[src/suart_pkg.sv]
package suart_pkg;
	// ======================================
	// register map (byte addresses, one word each)
	localparam logic [7:0] ADDR_DATA    = 8'h00;
	localparam logic [7:0] ADDR_CTRL    = 8'h04;
	localparam logic [7:0] ADDR_TIMER   = 8'h08;
	localparam logic [7:0] ADDR_STATUS  = 8'h0c;
	localparam logic [7:0] ADDR_IRQ_EN  = 8'h10;
	localparam logic [7:0] ADDR_IRQ_CLR = 8'h14;
	// ======================================
	// serial_control field positions
	localparam int CTL_TX_DONE  = 0;
	localparam int CTL_RX_DONE  = 1;
	localparam int CTL_RX_NINTH = 2;
	localparam int CTL_TX_NINTH = 3;
	localparam int CTL_RX_EN    = 4;
	localparam int CTL_MCE      = 5;
	localparam int CTL_MODE9    = 7;
	localparam logic [7:0] CTL_RESET = 8'h00;
	// timer control field positions
	localparam int TMR_RELOAD_LSB = 0;
	localparam int TMR_RUN        = 8;
	localparam int TMR_SRC_LSB    = 12;
	localparam logic [2:0] SRC_SYSTEM_CLOCK   = 3'h0;
	localparam logic [2:0] SRC_DIV12    = 3'h1;
	localparam logic [2:0] SRC_DIV4     = 3'h2;
	localparam logic [2:0] SRC_DIV48    = 3'h3;
	localparam logic [2:0] SRC_EXTOSC8  = 3'h4;
	localparam logic [2:0] SRC_EXTPIN   = 3'h5;
	// prescaler divisors
	localparam logic [5:0] DIV_12 = 6'h0c;
	localparam logic [5:0] DIV_4  = 6'h04;
	localparam logic [5:0] DIV_48 = 6'h30;
	localparam logic [2:0] DIV_8  = 3'h7;
	// frame lengths in bits after the start bit
	localparam logic [3:0] BITS_8  = 4'h9;
	localparam logic [3:0] BITS_9  = 4'ha;
	localparam logic [3:0] DATA_BITS = 4'h8;
	typedef enum logic [1:0] {SU_IDLE, SU_START, SU_SHIFT} suart_state_e;
endpackage

[src/suart_timer.sv]
// 8-bit auto-reload counter; overflow pulse, divided by two into a bit tick
module suart_timer
	import suart_pkg::*;
(
	input  wire logic       sys_clk,
	input  wire logic       sys_rst,
	input  wire logic       count_en,
	input  wire logic       run,
	input  wire logic [7:0] reload,
	input  wire logic       force_reload,
	output logic            overflow,
	output logic            half_tick,
	output logic            bit_tick
);
	logic [7:0] count;
	logic       phase;

	// ======================================
	// counter: rate = input / (256 - reload)
	assign overflow = run && count_en && (count == 8'hff);
	always_ff @(posedge sys_clk)
	begin
		if (sys_rst || force_reload)
			count <= reload;
		else if (run && count_en)
			count <= overflow ? reload : count + 8'h01;
	end

	// divide-by-two; half_tick lands mid-bit, bit_tick at bit end
	always_ff @(posedge sys_clk)
	begin
		if (sys_rst || force_reload)
			phase <= 1'b0;
		else if (overflow)
			phase <= ~phase;
	end
	assign half_tick = overflow && !phase;
	assign bit_tick  = overflow && phase;
endmodule

[src/suart_core.sv]
// Behaviour
// - full duplex, independent tx and rx, 8-bit and 9-bit frames
// - received byte is buffered so the next frame may shift in
// - every write to data address loads tx register and requests a frame; writes before it starts share one frame
// - data address read returns the receive buffer, never tx data
// - interrupt requested on tx done or rx done when enabled
// - done flags stay set until software clears them
// - tx bit clock from overflows of timer1_low_count in auto-reload mode
// - hidden rx copy of counter runs with timer, same reload byte
// - both overflow streams divided by two for bit rates
// - start edge on receive line forces rx copy reload
// - timer clock from six sources including system clock, /12, ext/8, pin
// - overflow rate is input clock over 256 minus reload
// - 8-bit frame: start, 8 data lsb first, stop into rx_ninth_bit
// - 9-bit frame: start, 8 data, tx_ninth_bit, stop; ninth to rx_ninth_bit
// - transmit_done_flag set at start of stop bit time
// - load and set rx flag only if flag clear and, when mce is set, check bit passes
module suart_core
	import suart_pkg::*;
(
	input  wire logic        sys_clk,
	input  wire logic        sys_rst,
	input  wire logic        psel,
	input  wire logic        penable,
	input  wire logic        pwrite,
	input  wire logic [7:0]  paddr,
	input  wire logic [31:0] pwdata,
	output logic [31:0]      prdata,
	output logic             pready,
	output logic             pslverr,
	input  wire logic        rx_pin,
	output logic             tx_pin,
	input  wire logic        ext_osc_clk,
	input  wire logic        timer1_ext_input,
	output logic             irq
);
	// ======================================
	// pin synchronisers
	logic [1:0] rx_sync;
	logic [1:0] osc_sync;
	logic [1:0] t1_sync;
	logic       rx_s;
	logic       osc_d;
	logic       t1_d;
	always_ff @(posedge sys_clk)
	begin
		if (sys_rst)
		begin
			rx_sync  <= 2'h3;
			osc_sync <= 2'h0;
			t1_sync  <= 2'h0;
		end
		else
		begin
			rx_sync  <= {rx_sync[0], rx_pin};
			osc_sync <= {osc_sync[0], ext_osc_clk};
			t1_sync  <= {t1_sync[0], timer1_ext_input};
		end
	end
	assign rx_s = rx_sync[1];

	// edge history of synchronised pins
	always_ff @(posedge sys_clk)
	begin
		if (sys_rst)
		begin
			osc_d <= 1'b0;
			t1_d  <= 1'b0;
		end
		else
		begin
			osc_d <= osc_sync[1];
			t1_d  <= t1_sync[1];
		end
	end

	// ======================================
	// registers
	logic [7:0]  serial_control;
	logic [7:0]  timer1_reload_byte;
	logic        timer_run;
	logic [2:0]  clk_src;
	logic [1:0]  irq_en;
	logic [7:0]  rx_buffer;
	logic        wr_en;
	logic        rd_en;
	logic        set_tx_done;
	logic        set_rx_done;
	logic [8:0]  rx_shift;
	logic        hw_rx_ninth;
	logic [1:0]  status;

	assign wr_en   = psel && penable && pwrite;
	assign rd_en   = psel && penable && !pwrite;
	assign pready  = 1'b1;
	assign pslverr = 1'b0;
	assign status  = {serial_control[CTL_RX_DONE], serial_control[CTL_TX_DONE]};

	// flags: hardware set wins over software clear
	always_ff @(posedge sys_clk)
	begin
		if (sys_rst)
			serial_control <= CTL_RESET;
		else
		begin
			if (wr_en && paddr == ADDR_CTRL)
				serial_control <= pwdata[7:0];
			if (wr_en && paddr == ADDR_IRQ_CLR)
			begin
				if (pwdata[0])
					serial_control[CTL_TX_DONE] <= 1'b0;
				if (pwdata[1])
					serial_control[CTL_RX_DONE] <= 1'b0;
			end
			if (set_rx_done)
				serial_control[CTL_RX_NINTH] <= hw_rx_ninth;
			if (set_tx_done)
				serial_control[CTL_TX_DONE] <= 1'b1;
			if (set_rx_done)
				serial_control[CTL_RX_DONE] <= 1'b1;
		end
	end

	// timer and interrupt enable registers
	always_ff @(posedge sys_clk)
	begin
		if (sys_rst)
		begin
			timer1_reload_byte <= 8'h00;
			timer_run          <= 1'b0;
			clk_src            <= SRC_SYSTEM_CLOCK;
			irq_en             <= 2'h0;
		end
		else if (wr_en && paddr == ADDR_TIMER)
		begin
			timer1_reload_byte <= pwdata[TMR_RELOAD_LSB +: 8];
			timer_run          <= pwdata[TMR_RUN];
			clk_src            <= pwdata[TMR_SRC_LSB +: 3];
		end
		else if (wr_en && paddr == ADDR_IRQ_EN)
			irq_en <= pwdata[1:0];
	end

	// read mux; tx holding register is deliberately not readable
	always_ff @(posedge sys_clk)
	begin
		if (sys_rst)
			prdata <= 32'h0;
		else if (psel && !penable && !pwrite)
		begin
			case (paddr)
				ADDR_DATA:   prdata <= {24'h0, rx_buffer};
				ADDR_CTRL:   prdata <= {24'h0, serial_control | 8'h40};
				ADDR_TIMER:  prdata <= {17'h0, clk_src, 3'h0, timer_run, timer1_reload_byte};
				ADDR_STATUS: prdata <= {30'h0, status};
				ADDR_IRQ_EN: prdata <= {30'h0, irq_en};
				default:     prdata <= 32'h0;
			endcase
		end
	end

	// interrupt while an enabled done flag is set
	assign irq = |(status & irq_en);

	// ======================================
	// timer input clock selection
	logic [5:0] pre_cnt;
	logic [2:0] osc_cnt;
	logic       osc_rise;
	logic       count_en;
	logic [5:0] pre_div;
	assign osc_rise = osc_sync[1] && !osc_d;

	// shared prescaler; divisor follows selected source
	always_comb
	begin
		case (clk_src)
			SRC_DIV4:  pre_div = DIV_4;
			SRC_DIV48: pre_div = DIV_48;
			default:   pre_div = DIV_12;
		endcase
	end
	always_ff @(posedge sys_clk)
	begin
		if (sys_rst)
			pre_cnt <= 6'h0;
		else
			pre_cnt <= (pre_cnt >= pre_div - 6'h01) ? 6'h0 : pre_cnt + 6'h01;
	end
	always_ff @(posedge sys_clk)
	begin
		if (sys_rst)
			osc_cnt <= 3'h0;
		else if (osc_rise)
			osc_cnt <= osc_cnt + 3'h1;
	end

	// six sources, each a one-cycle enable
	always_comb
	begin
		case (clk_src)
			SRC_SYSTEM_CLOCK:  count_en = 1'b1;
			SRC_DIV12,
			SRC_DIV4,
			SRC_DIV48:   count_en = (pre_cnt == 6'h0);
			SRC_EXTOSC8: count_en = osc_rise && (osc_cnt == DIV_8);
			SRC_EXTPIN:  count_en = t1_sync[1] && !t1_d;
			default:     count_en = 1'b0;
		endcase
	end

	// ======================================
	// tx and rx baud timers
	logic tx_ovf;
	logic tx_tick;
	logic rx_half;
	logic rx_tick;
	logic rx_reload;

	// tx clock from the visible low counter
	suart_timer u_tx_timer (
		.sys_clk      (sys_clk),
		.sys_rst      (sys_rst),
		.count_en     (count_en),
		.run          (timer_run),
		.reload       (timer1_reload_byte),
		.force_reload (1'b0),
		.overflow     (tx_ovf),
		.half_tick    (),
		.bit_tick     (tx_tick)
	);

	// hidden rx copy, realigned on each start edge
	suart_timer u_rx_timer (
		.sys_clk      (sys_clk),
		.sys_rst      (sys_rst),
		.count_en     (count_en),
		.run          (timer_run),
		.reload       (timer1_reload_byte),
		.force_reload (rx_reload),
		.overflow     (),
		.half_tick    (rx_half),
		.bit_tick     (rx_tick)
	);

	// ======================================
	// transmitter
	suart_state_e tx_state;
	logic [9:0]   tx_shift;
	logic [3:0]   tx_left;
	logic         tx_pend;
	logic [7:0]   tx_hold;

	// write latches a frame request; writes made before the frame starts merge into one frame
	always_ff @(posedge sys_clk)
	begin
		if (sys_rst)
		begin
			tx_pend <= 1'b0;
			tx_hold <= 8'h0;
		end
		else if (wr_en && paddr == ADDR_DATA)
		begin
			tx_pend <= 1'b1;
			tx_hold <= pwdata[7:0];
		end
		else if (tx_state == SU_IDLE && tx_tick)
			tx_pend <= 1'b0;
	end

	// frames start on a bit boundary so bit widths are whole
	always_ff @(posedge sys_clk)
	begin
		if (sys_rst)
		begin
			tx_state <= SU_IDLE;
			tx_pin   <= 1'b1;
			tx_shift <= 10'h3ff;
			tx_left  <= 4'h0;
		end
		else if (tx_tick)
		begin
			case (tx_state)
				SU_IDLE:
				begin
					tx_pin <= 1'b1;
					if (tx_pend)
					begin
						tx_pin   <= 1'b0;
						tx_state <= SU_SHIFT;
						// lsb first; ninth then stop
						tx_shift <= serial_control[CTL_MODE9] ?
							{1'b1, serial_control[CTL_TX_NINTH], tx_hold} :
							{2'b11, tx_hold};
						tx_left  <= serial_control[CTL_MODE9] ? BITS_9 : BITS_8;
					end
				end
				SU_SHIFT:
				begin
					tx_pin   <= tx_shift[0];
					tx_shift <= {1'b1, tx_shift[9:1]};
					tx_left  <= tx_left - 4'h1;
					if (tx_left == 4'h1)
						tx_state <= SU_IDLE;
				end
				default: tx_state <= SU_IDLE;
			endcase
		end
	end
	// done pulses as the stop bit begins
	assign set_tx_done = tx_tick && tx_state == SU_SHIFT && tx_left == 4'h1;

	// ======================================
	// receiver
	suart_state_e rx_state;
	logic [3:0]   rx_left;
	logic         rx_prev;
	logic         rx_last;
	logic         rx_check;
	logic         rx_accept;

	always_ff @(posedge sys_clk)
	begin
		if (sys_rst)
			rx_prev <= 1'b1;
		else
			rx_prev <= rx_s;
	end
	assign rx_reload = rx_state == SU_IDLE && serial_control[CTL_RX_EN] && rx_prev && !rx_s;

	// last sample is the stop bit; in 9-bit mode the ninth already sits in rx_shift[8]
	assign rx_last     = rx_half && rx_state == SU_SHIFT && rx_left == 4'h1;
	assign hw_rx_ninth = serial_control[CTL_MODE9] ? rx_shift[8] : rx_s;
	assign rx_check    = serial_control[CTL_MODE9] ? rx_shift[8] : rx_s;
	assign rx_accept   = !serial_control[CTL_RX_DONE] && (!serial_control[CTL_MCE] || rx_check);
	assign set_rx_done = rx_last && rx_accept;

	// mid-bit sampling driven by realigned half ticks
	always_ff @(posedge sys_clk)
	begin
		if (sys_rst)
		begin
			rx_state <= SU_IDLE;
			rx_left  <= 4'h0;
			rx_shift <= 9'h0;
		end
		else
		begin
			case (rx_state)
				SU_IDLE:
					if (rx_reload)
						rx_state <= SU_START;
				SU_START:
					if (rx_half)
					begin
						// false start: line back high at mid start bit
						rx_state <= rx_s ? SU_IDLE : SU_SHIFT;
						rx_left  <= serial_control[CTL_MODE9] ? BITS_9 : BITS_8;
					end
				SU_SHIFT:
					if (rx_half)
					begin
						if (rx_left > 4'h1 || serial_control[CTL_MODE9])
							rx_shift <= {rx_s, rx_shift[8:1]};
						rx_left <= rx_left - 4'h1;
						if (rx_left == 4'h1)
							rx_state <= SU_IDLE;
					end
				default: rx_state <= SU_IDLE;
			endcase
		end
	end

	// separate receive buffer; shifter free for the next byte
	always_ff @(posedge sys_clk)
	begin
		if (sys_rst)
			rx_buffer <= 8'h0;
		else if (set_rx_done)
			rx_buffer <= serial_control[CTL_MODE9] ? rx_shift[7:0] : rx_shift[8:1];
	end

	// ======================================
	// checks
	tx_idle_high_a: assert property (@(posedge sys_clk) disable iff (sys_rst)
		(tx_state == SU_IDLE && !$past(tx_tick)) |-> tx_pin == $past(tx_pin)) else $error("tx line moved off tick");
	tx_done_set_a: assert property (@(posedge sys_clk) disable iff (sys_rst)
		set_tx_done |=> serial_control[CTL_TX_DONE] && tx_state == SU_IDLE) else $error("tx done not set");
	flag_sticky_a: assert property (@(posedge sys_clk) disable iff (sys_rst)
		(serial_control[CTL_RX_DONE] && !wr_en) |=> serial_control[CTL_RX_DONE]) else $error("rx flag dropped");
	irq_level_a: assert property (@(posedge sys_clk) disable iff (sys_rst)
		(serial_control[CTL_TX_DONE] && irq_en[0]) |-> irq) else $error("irq missing");
	rx_block_a: assert property (@(posedge sys_clk) disable iff (sys_rst)
		(rx_last && serial_control[CTL_RX_DONE]) |=> $stable(rx_buffer)) else $error("rx overwrote buffer");
	rx_load_a: assert property (@(posedge sys_clk) disable iff (sys_rst)
		set_rx_done |=> serial_control[CTL_RX_DONE] && rx_state == SU_IDLE) else $error("rx load missing");
	rx_realign_a: assert property (@(posedge sys_clk) disable iff (sys_rst)
		rx_reload |=> rx_state == SU_START && !rx_half) else $error("rx timer not realigned");
	tx_start_a: assert property (@(posedge sys_clk) disable iff (sys_rst)
		(tx_tick && tx_state == SU_IDLE && tx_pend) |=> !tx_pin && tx_state == SU_SHIFT) else $error("frame not started");
	tick_split_a: assert property (@(posedge sys_clk) disable iff (sys_rst)
		!(rx_half && rx_tick)) else $error("rx ticks overlap");
	tx_tick_ovf_a: assert property (@(posedge sys_clk) disable iff (sys_rst)
		tx_tick |-> tx_ovf) else $error("tx tick without overflow");
endmodule

[config.mk]
export PLATFORM = sky130hd
export DESIGN_NAME = suart_core
export DESIGN_NICKNAME = d
export VERILOG_FILES = /design/src/suart_pkg.sv /design/src/suart_timer.sv /design/src/suart_core.sv
export SDC_FILE = /design/constraint.sdc
export NUM_CORES = 1
export LEC_CHECK = 0
export BUFFER_PORTS_ARGS = -buffer_cell sky130_fd_sc_hd__buf_2
export CORE_MARGIN = 10
export CORE_UTILIZATION = 40
export DETAILED_ROUTE_END_ITERATION = 16
export PLACE_DENSITY = 0.62
export SLEW_MARGIN = 20
export SYNTH_ARGS = -nofsm -noshare
export SYNTH_HDL_FRONTEND = slang
export SYNTH_SLANG_ARGS = --single-unit
[constraint.sdc]
create_clock -name sys_clk -period 2.7 [get_ports sys_clk]
set_input_delay 0.405 -clock sys_clk [delete_from_list [all_inputs] [get_ports sys_clk]]
set_output_delay 0.405 -clock sys_clk [all_outputs]
set_load 0.02 [all_outputs]
# Word level (Yosys, flattened, before mapping)
# Cells that the tools add are included.
# op_classes
div	0
n_reduce_logical	59
n_shift	0
n_mul	0
muxes	40
n_lt_le_gt_ge	2
bitwise	4
eq_ne	24
add_sub_neg	7
# op_table
operator	n
$pmux W15 S5	1
$mux W8	7
$logic_and A1 B1 Y1	27
$pmux W10 S2	1
$mux W2	9
$add A8 B1 Y8 const B	2
$eq A8 B4 Y1 const B	2
$eq A8 B5 Y1 const B	2
$eq A8 B8 Y1 const B	2
$pmux W4 S2	2
$mux W4	3
$pmux W6 S2	1
$reduce_and A3 Y1	4
$reduce_bool A2 Y1	6
$mux W10	1
$eq A3 B3 Y1 const B	3
$mux W1	9
$mux W9	1
$eq A4 B1 Y1 const B	2
$eq A8 B3 Y1 const B	1
$logic_not A1 Y1	8
$logic_not A8 Y1	1
$sub A4 B1 Y4 const B	2
$add A6 B1 Y6 const B	1
other kinds (25)	38
# totals
latchBits	0
memories	0
mem_bits_ro	0
reg_bits	139
elab_cells	166
in_bits	48
ram_bits	0
out_inout_bits	36

# Longest topological paths before layout
# Gate-level depths: netlist of run 1.
# depth
ltp_word	11
depth_mapped	9
mapped_depth_nobuf	8

# Modules after synthesis
# Synthesis of run 1 repeated with hierarchy kept, for this count alone.
# unflattened
hier_cells	589
hier_area_um2	5612.9
# modules_own_cells
mod	seq_area_each_um2	area_each_um2	instances	cells_per_inst
suart_core	1961.9	4521.8	1	483
suart_timer (u_tx_timer)	260.2	553.0	1	53
suart_timer (u_rx_timer)	260.2	538.0	1	53

# Worst setup path before layout of run 1
# OpenSTA, ideal clock, no wires.
# synth_timing
path_type	register to register
start	register osc_cnt[0]
end	register u_rx_timer.count[1], data pin
period_less_slack_ns	2.340
setup_time_ns	0.260
path_buffers	0
setup_slack_ns	0.360
t_required_ns	2.440
arrival_ns	2.080
stages_incl_launch_ff	8
path_cell_list	dfxtp_1 > ha_1 > ha_1 > nor3b_1 > a211oi_2 > nor4_1 > nor2_2 > mux2_2
# synth_via
elab_chain_len	8
# synth_rtl
item	line_no	rtl
from (decl)	suart_core.sv:168	logic [2:0] osc_cnt;
from (signal assigned)	suart_core.sv:195	osc_cnt <= osc_cnt + 3'h1;
$eq A3 B3 Y1	suart_core.sv:206	SRC_EXTOSC8: count_en = osc_rise && (osc_cnt == DIV_8);
$logic_and A1 B1 Y1	suart_core.sv:206	
$pmux W1 S4	suart_core.sv:201	case (clk_src)
$logic_and A1 B1 Y1 (2 in a row)	suart_timer.sv:20	assign overflow = run && count_en && (count == 8'hff);
$mux W8	suart_timer.sv:26	count <= overflow ? reload : count + 8'h01;
$mux W8	suart_timer.sv:25	else if (run && count_en)
$mux W8	suart_timer.sv:23	if (sys_rst || force_reload)
to (signal assigned)	suart_timer.sv:24	count <= reload;
to (signal assigned)	suart_timer.sv:26	
to (decl)	suart_timer.sv:15	logic [7:0] count;
# Every way passes these cells. The select of a mux whose other input is x is not followed.
# A chain may end at the register's enable or synchronous reset.

# Final worst setup path of run 1
# layout_timing
start	register pre_cnt[0]
end	register tx_left[3]
# layout_via
elab_chain_len	6
# layout_rtl
item	line_no	rtl
from (decl)	suart_core.sv:167	logic [5:0] pre_cnt;
from (signal assigned)	suart_core.sv:188	pre_cnt <= (pre_cnt >= pre_div - 6'h01) ? 6'h0 : pre_cnt + 6'h01;
$logic_not A6 Y1	suart_core.sv:205	SRC_DIV48: count_en = (pre_cnt == 6'h0);
$pmux W1 S4	suart_core.sv:201	
$logic_and A1 B1 Y1 (2 in a row)	suart_timer.sv:20	
$logic_and A1 B1 Y1	suart_timer.sv:38	assign bit_tick = overflow && phase;
$reduce_and A3 Y1 (no source line)	-	
to (signal assigned)	suart_core.sv:295	tx_left <= serial_control[CTL_MODE9] ? BITS_9 : BITS_8;
to (signal assigned)	suart_core.sv:302	tx_left <= tx_left - 4'h1;
to (decl)	suart_core.sv:250	logic [3:0] tx_left;
# Every way passes these cells.

==> impl_metrics.env, run 1 <==
export IMPL_syn2layout_area_growth_pct=18.4
export IMPL_syn_area_sq_um=5600
export IMPL_hold_buffers=0
export IMPL_dp_hpwl_um=9690
export IMPL_cts_tree="yes"
export IMPL_synth_edf_count=16
export IMPL_gr_total_overflow=0
export IMPL_crit_path_top_delay_cell="or4_1"
export IMPL_p_leak_uw=0.00265
export IMPL_vias_per_cell=5.30
export IMPL_final_common_cell="dfxtp_1"
export IMPL_cp_slowest_stage_delay_ns=0.78
export IMPL_rsz0062_at_grt="no"
export IMPL_power_uw=4410
export IMPL_pwr_share_seq_pct=41.3
export IMPL_die_area_sq_um=19100
export IMPL_syn_instance_count=600
export IMPL_postSynthAreaPerCell_sq_um=9.33
export IMPL_worst_hold_slack_ns=0.170
export IMPL_cp_max_fo=11
export IMPL_clk_insertion_delay_late_ns=0.42
export IMPL_cts_buffer_depth=2
export IMPL_p_clk_share_pct=53.8
export IMPL_cp_cell_sequence="inv_1 -> ha_1 -> nor4bb_1 -> a32oi_1 -> or4_1 -> or3_1 -> a31oi_1"
export IMPL_setup_viol=0
export IMPL_cp_end_kind="flip-flop"
export IMPL_max_freq_ghz=0.399
export IMPL_ys_warn_count=0
export IMPL_pwr_share_comb_pct=4.9
export IMPL_dr_pass1_iters=5
export IMPL_grt_max_degree=45
export IMPL_tightestPinTransition_ns=0.884
export IMPL_grt_busiest_layer="met2"
export IMPL_synth_seq_area_share_pct=44.3
export IMPL_clock_sinks=116
export IMPL_use_met2_pct=22.4
export IMPL_sw_frac_of_total_pct=22.0
export IMPL_vias=4461
export IMPL_synth_compound_area_share_pct=10.8
export IMPL_max_cap_violations=0
export IMPL_design_core_area_sq_um=13800
export IMPL_drt_total_wl_um=13500
export IMPL_synth_xor_area_share_pct=2.97
export IMPL_start_util_pct=40.6
export IMPL_ctsHtreeMaxLevel=4
export IMPL_min_path_type="primary input to flip-flop"
export IMPL_p_sw_uw=969
export IMPL_power_density_nw_per_um2=665
export IMPL_crit_arrival_ns=2.84
export IMPL_core_rowCount=43
export IMPL_gp_congestion=0.814
export IMPL_slew_viol_final=0
export IMPL_fillers=1326
export IMPL_synth_top_family_by_area="simple AND/OR/NAND/NOR gates"
export IMPL_synthSimpleGateAreaFrac_pct=18.6
export IMPL_layout_common_cells="dfxtp_1, nor2_1, nand2_1"
export IMPL_finish_utilization_pct=48.1
export IMPL_die_w_um=138
export IMPL_layout_nets=711
export IMPL_antenna_found_initial=0
export IMPL_grt_total_usage_pct=13.9
export IMPL_path_class="flip-flop to flip-flop"
export IMPL_ys_flop_type="dfxtp_1"
export IMPL_die_y_um=138
export IMPL_timing_final_crit_period_ns=2.50
export IMPL_io_buffer_count=41
export IMPL_p_int_uw=3440
export IMPL_met3_usage_pct=4.42
export IMPL_clkTransAtPathRegs_ns=0.05
export IMPL_max_vdd_ir_drop_mv=0.492
export IMPL_ys_seq_elements=116
export IMPL_synthArstFlopShare_pct=0
export IMPL_fin_worst_skew_ns=0.00950
export IMPL_drtIter0Drc=276
export IMPL_postRouteAntennaNets=0
export IMPL_diodes=0
export IMPL_crit_required_ns=3.04
export IMPL_grt_pass1_vias=4416
export IMPL_finalCritPeriodShare_pct=92.7
export IMPL_synth_area_mux_share_pct=13.5
export IMPL_grtUsageMet1_pct=17.0
export IMPL_cts_root_buf="clkbuf_16"
export IMPL_ioPinCount=84
export IMPL_ys_types=59
export IMPL_synthAdderAreaFrac_pct=3.13
export IMPL_slew_headroom_pct=40.9
export IMPL_grt_pass1_wl_um=22000
export IMPL_cts_buffers=17
export IMPL_drc=0
export IMPL_wire_per_inst_um=16.1
export IMPL_setup_tns_ns=0
export IMPL_drive_above_1_share_pct=19.9
export IMPL_outcome="finished clean"
export IMPL_hold_viol_final=0
export IMPL_critPathLaunchType="flip-flop"
==> path summary, 6_finish.rpt <==
kind | from | to | slack (ns) | cells after the start
max reg2reg | pre_cnt[0]$_SDFF_PP0_ | tx_left[3]$_SDFFE_PP0P_ | 0.20 | 7
max | pre_cnt[0]$_SDFF_PP0_ | tx_left[3]$_SDFFE_PP0P_ | 0.20 | 7
min | rx_pin | rx_sync[0]$_SDFF_PP1_ | 0.17 | 2
min reg2reg | rx_sync[0]$_SDFF_PP1_ | rx_sync[1]$_SDFF_PP1_ | 0.41 | 1
==> Yosys cell counts (6+ instances only) <==
| cell | count | area [sq um] |
|---|---|---|
| buf_4 | 22 | 165 |
| ha_1 | 14 | 175 |
| xor2_1 | 7 | 61.3 |
| dfxtp_1 | 100 | 2000 |
| a22oi_1 | 7 | 52.6 |
| nand2_1 | 52 | 195 |
| edfxtp_1 | 16 | 480 |
| o211ai_1 | 10 | 75.1 |
| inv_1 | 19 | 71.3 |
| nor2b_1 | 11 | 68.8 |
| mux2i_1 | 51 | 510 |
| nand3_1 | 34 | 170 |
| clkbuf_1 | 25 | 93.8 |
| nor3_1 | 6 | 30.0 |
| mux2_2 | 22 | 248 |
| xnor2_1 | 12 | 105 |
| and3_1 | 6 | 37.5 |
| a21oi_1 | 29 | 145 |
| nor2_1 | 62 | 233 |
| o21ai_0 | 17 | 85.1 |
==> flip-flops by register name, indices dropped and copies added, names as in the netlist, 2 cells and up <==
signal / cells
tx_shift: 9
u_tx_timer.count: 8
rx_state: 2
rx_sync: 2
tx_hold: 8
pre_cnt: 6
t1_sync: 2
clk_src: 3
irq_en: 2
u_rx_timer.count: 8
rx_left: 4
tx_left: 4
timer1_reload_byte: 8
prdata: 12
serial_control: 7
osc_cnt: 3
rx_buffer: 8
rx_shift: 9
osc_sync: 2
==> routing by layer <==
layer / share of wire, % / wire length (um)
met5: 0 / 0
met4: 1.4 / 186
met3: 5.4 / 726
met2: 48 / 6540
met1: 45 / 6090
==> through the flow <==
step                      instances  cell area [sq um]  worst slack, ns
after detailed placement        810               5980           0.0661
after global placement          810               5980            0.151
after floorplan                 621               5680            0.360
after global routing            842               6630          0.00694
after CTS                       842               6610          0.00822
final                           842               6630            0.196
==> kinds of logic after synthesis <==
logic type                 count (synthesis)
AOI/OAI and AO/OA                         93
xor gates and xnor gates                  19
adders and majority gates                 14
buffers and inverters                     72
DFF                                      116
muxes                                     73
other                                      2
and+or+nand+nor                          211
==> worst max-delay path, delay by kind of cell, from the launching register on <==
kind	cells	cell delay [ns]
compound gates	2	0.41
fa+ha+maj	1	0.13
simple gates	3	1.49
buf+inv	1	0.07
flops	1	0.33
==> layout make-up <==
cell class                 instances  area (sq um)  share of cell area [%]
timing repair buffer              61           355                    5.36
multi-input combinational        433          2860                    43.2
tap                              180           225                    3.40
clock buffer                      20           447                    6.74
inverter                          20          75.1                    1.13
sequential                       116          2480                    37.5
clock inverter                    12           180                    2.72
==> timing repair <==
action / CTS / global route
resized for setup: 0 / 3
endpoints found under the hold margin: 0 / 0
buffers inserted: 0 / 0
endpoints found under the setup margin: 0 / 18
==> power by group through the flow <==
stage	Combinational [uW]	Clock (uW)	Sequential, uW
2_1_floorplan	170	0	1850
3_3_place_gp	206	0	1850
3_5_place_dp	213	0	1860
4_1_cts	214	2410	1820
5_1_grt	237	2520	1820
6_report	215	2370	1820
No activity file was read; power rests on OpenSTA's default activity.
==> run 2, diff against run 1 <==
CORE_UTILIZATION = 57   (was 40)
PLACE_DENSITY = 0.83   (was 0.62)
==> run 2 against run 1 <==
  * Hold slack got worse by 0.091 ns
  * Die area fell by 26%
  * Core utilization is 20 points higher
  * Register-to-register slack worse by 0.06 ns
  * Combinational power about the same
  * Largest power group unchanged
==> impl_metrics.env, run 2 (synthesis gave the netlist of run 1 again) <==
export IMPL_cts_setup_buffers=0
export IMPL_max_cap_violations=0
export IMPL_use_met2_pct=31.5
export IMPL_met3_usage_pct=4.82
export IMPL_hold_viol_final=0
export IMPL_rsz0062_at_grt="no"
export IMPL_cp_endpoint="u_tx_timer.count[4]$_DFFE_PP_"
export IMPL_die_w_um=119
export IMPL_drc=0
export IMPL_cp_cell_sequence="ha_1 -> ha_1 -> nor3b_1 -> a211oi_2 -> nor3_1 -> nor2_2 -> buf_4 -> mux2_2"
export IMPL_p_leak_uw=0.00265
export IMPL_postRouteAntennaNets=0
export IMPL_die_y_um=119
export IMPL_crit_path_top_delay_cell="a211oi_2"
export IMPL_io_buffer_count=41
export IMPL_cts_buffer_depth=2
export IMPL_path_class="flip-flop to flip-flop"
export IMPL_crit_family="compound AO/OA/AOI/OAI gates"
export IMPL_antenna_found_initial=0
export IMPL_grtUsageMet1_pct=22.4
export IMPL_timing_final_crit_period_ns=2.57
export IMPL_sw_frac_of_total_pct=22.4
export IMPL_max_freq_ghz=0.389
export IMPL_cp_num_buf_inv=1
export IMPL_pwr_share_seq_pct=42.6
export IMPL_grt_busiest_layer="met2"
export IMPL_slew_headroom_pct=41.2
export IMPL_drt_total_wl_um=13300
export IMPL_start_util_pct=57.8
export IMPL_gr_total_overflow=0
export IMPL_startpoint="osc_cnt[0]$_SDFFE_PP0P_"
export IMPL_clk_insertion_delay_late_ns=0.51
export IMPL_cp_max_fo=5
export IMPL_cts_buffers=17
export IMPL_crit_top_cell="ha_1"
export IMPL_final_common_cell="dfxtp_1"
export IMPL_largest_register_ffs=12
export IMPL_ioPinCount=84
export IMPL_syn2layout_area_growth_pct=17.1
export IMPL_slew_viol_final=0
export IMPL_cp_slowest_stage_delay_ns=0.60
export IMPL_ctsHtreeMaxLevel=4
export IMPL_die_area_sq_um=14200
export IMPL_outcome="finished clean"
export IMPL_clkTransAtPathRegs_ns=0.06
export IMPL_diodes=0
export IMPL_top_regs="prdata (12), rx_shift (9), tx_shift (9)"
export IMPL_crit_arrival_ns=2.82
export IMPL_p_sw_uw=958
export IMPL_vias_per_cell=5.64
export IMPL_max_vdd_ir_drop_mv=0.464
export IMPL_setup_viol=0
export IMPL_reg2reg_depth=8
export IMPL_largest_register="prdata"
export IMPL_gp_congestion=0.851
export IMPL_cts_tree="yes"
export IMPL_cts_root_buf="clkbuf_8"
export IMPL_layout_common_cells="dfxtp_1, nor2_1, nand2_1"
export IMPL_r2r_start="osc_cnt[0]$_SDFFE_PP0P_"
export IMPL_critPathLaunchType="flip-flop"
export IMPL_fillers=694
export IMPL_setup_tns_ns=0
export IMPL_finalCritPeriodShare_pct=95.1
export IMPL_fin_worst_skew_ns=0.00708
export IMPL_grt_total_usage_pct=18.8
export IMPL_pwr_share_comb_pct=5.1
export IMPL_dp_hpwl_um=9200
export IMPL_r2r_slack_ns=0.13
export IMPL_layout_nets=714
export IMPL_vias=4503
export IMPL_tightestPinTransition_ns=0.883
export IMPL_power_uw=4270
export IMPL_p_clk_share_pct=52.3
export IMPL_grt_max_degree=36
export IMPL_power_density_nw_per_um2=651
export IMPL_clock_sinks=116
export IMPL_design_core_area_sq_um=9680
export IMPL_drive_above_1_share_pct=20.6
export IMPL_grt_pass1_wl_um=22300
export IMPL_wire_per_inst_um=16.6
export IMPL_core_rowCount=36
export IMPL_crit_required_ns=2.96
export IMPL_dr_pass1_iters=5
export IMPL_r2r_end="u_tx_timer.count[4]$_DFFE_PP_"
export IMPL_p_int_uw=3310
export IMPL_cp_num_cells=8
export IMPL_drtIter0Drc=316
export IMPL_grt_pass1_vias=4615
export IMPL_min_path_type="primary input to flip-flop"
export IMPL_finish_utilization_pct=67.7
export IMPL_cp_end_kind="flip-flop"
-- run 2: cell count changes in the layout (fill, tap and decap cells not counted), moves of 2 or more --
| cell | delta |
|---|---|
| buf_4 | +3 |
| clkbuf_1 | -2 |
| bufinv_16 | -2 |
| clkbuf_8 | +3 |
-- run 2: how the worst min path moves through the flow --
stage                                 end  cells past startpoint                   from
floorplan           rx_sync[1]$_SDFF_PP1_                      1  rx_sync[0]$_SDFF_PP1_
global placement    rx_sync[1]$_SDFF_PP1_                      1  rx_sync[0]$_SDFF_PP1_
detailed placement  rx_sync[1]$_SDFF_PP1_                      1  rx_sync[0]$_SDFF_PP1_
CTS                 rx_sync[0]$_SDFF_PP1_                      2                 rx_pin
global route        rx_sync[0]$_SDFF_PP1_                      2                 rx_pin
finish              rx_sync[0]$_SDFF_PP1_                      2                 rx_pin
-- run 2: layout make-up --
cell class,count,area [sq um],area share [%]
inverters,20,75.1,1.14
well taps,133,166,2.54
clock buffers,21,480,7.33
clock inverters,11,123,1.87
multi-input cells,433,2850,43.5
flip-flops and latches,116,2480,37.9
repair buffers,64,378,5.76
-- run 2: layer usage --
| layer | vias to the layer above | wire [um] |
|---|---|---|
| li1 | 2182 | - |
| met1 | 2132 | 5600 |
| met2 | 158 | 6620 |
| met3 | 31 | 765 |
| met4 | 0 | 300 |
| met5 | - | 0 |
-- run 2: power groups by stage --
stage	Sequential, uW	Clock (uW)	Combinational [uW]
after floorplan	1850	0	170
after global placement	1850	0	204
after detailed placement	1850	0	212
after CTS	1820	2250	214
after global routing	1820	2330	238
final	1820	2230	217
-- run 2: stage by stage --
stage	hold slack (ns)	worst slack, ns	std cells	cell area, sq um
global placement	0.395	0.266	766	5940
finish	0.0798	0.132	798	6560
global route	0.0718	0.0163	798	6560
CTS	0.0582	0.0931	798	6550
floorplan	0.389	0.360	621	5680
detailed placement	0.395	0.254	766	5940
-- run 2: what timing repair did --
item | 4_1_cts | 5_1_grt
resized for setup | 0 | 2
hold buffers | 0 | 0
setup endpoints to repair | 0 | 7
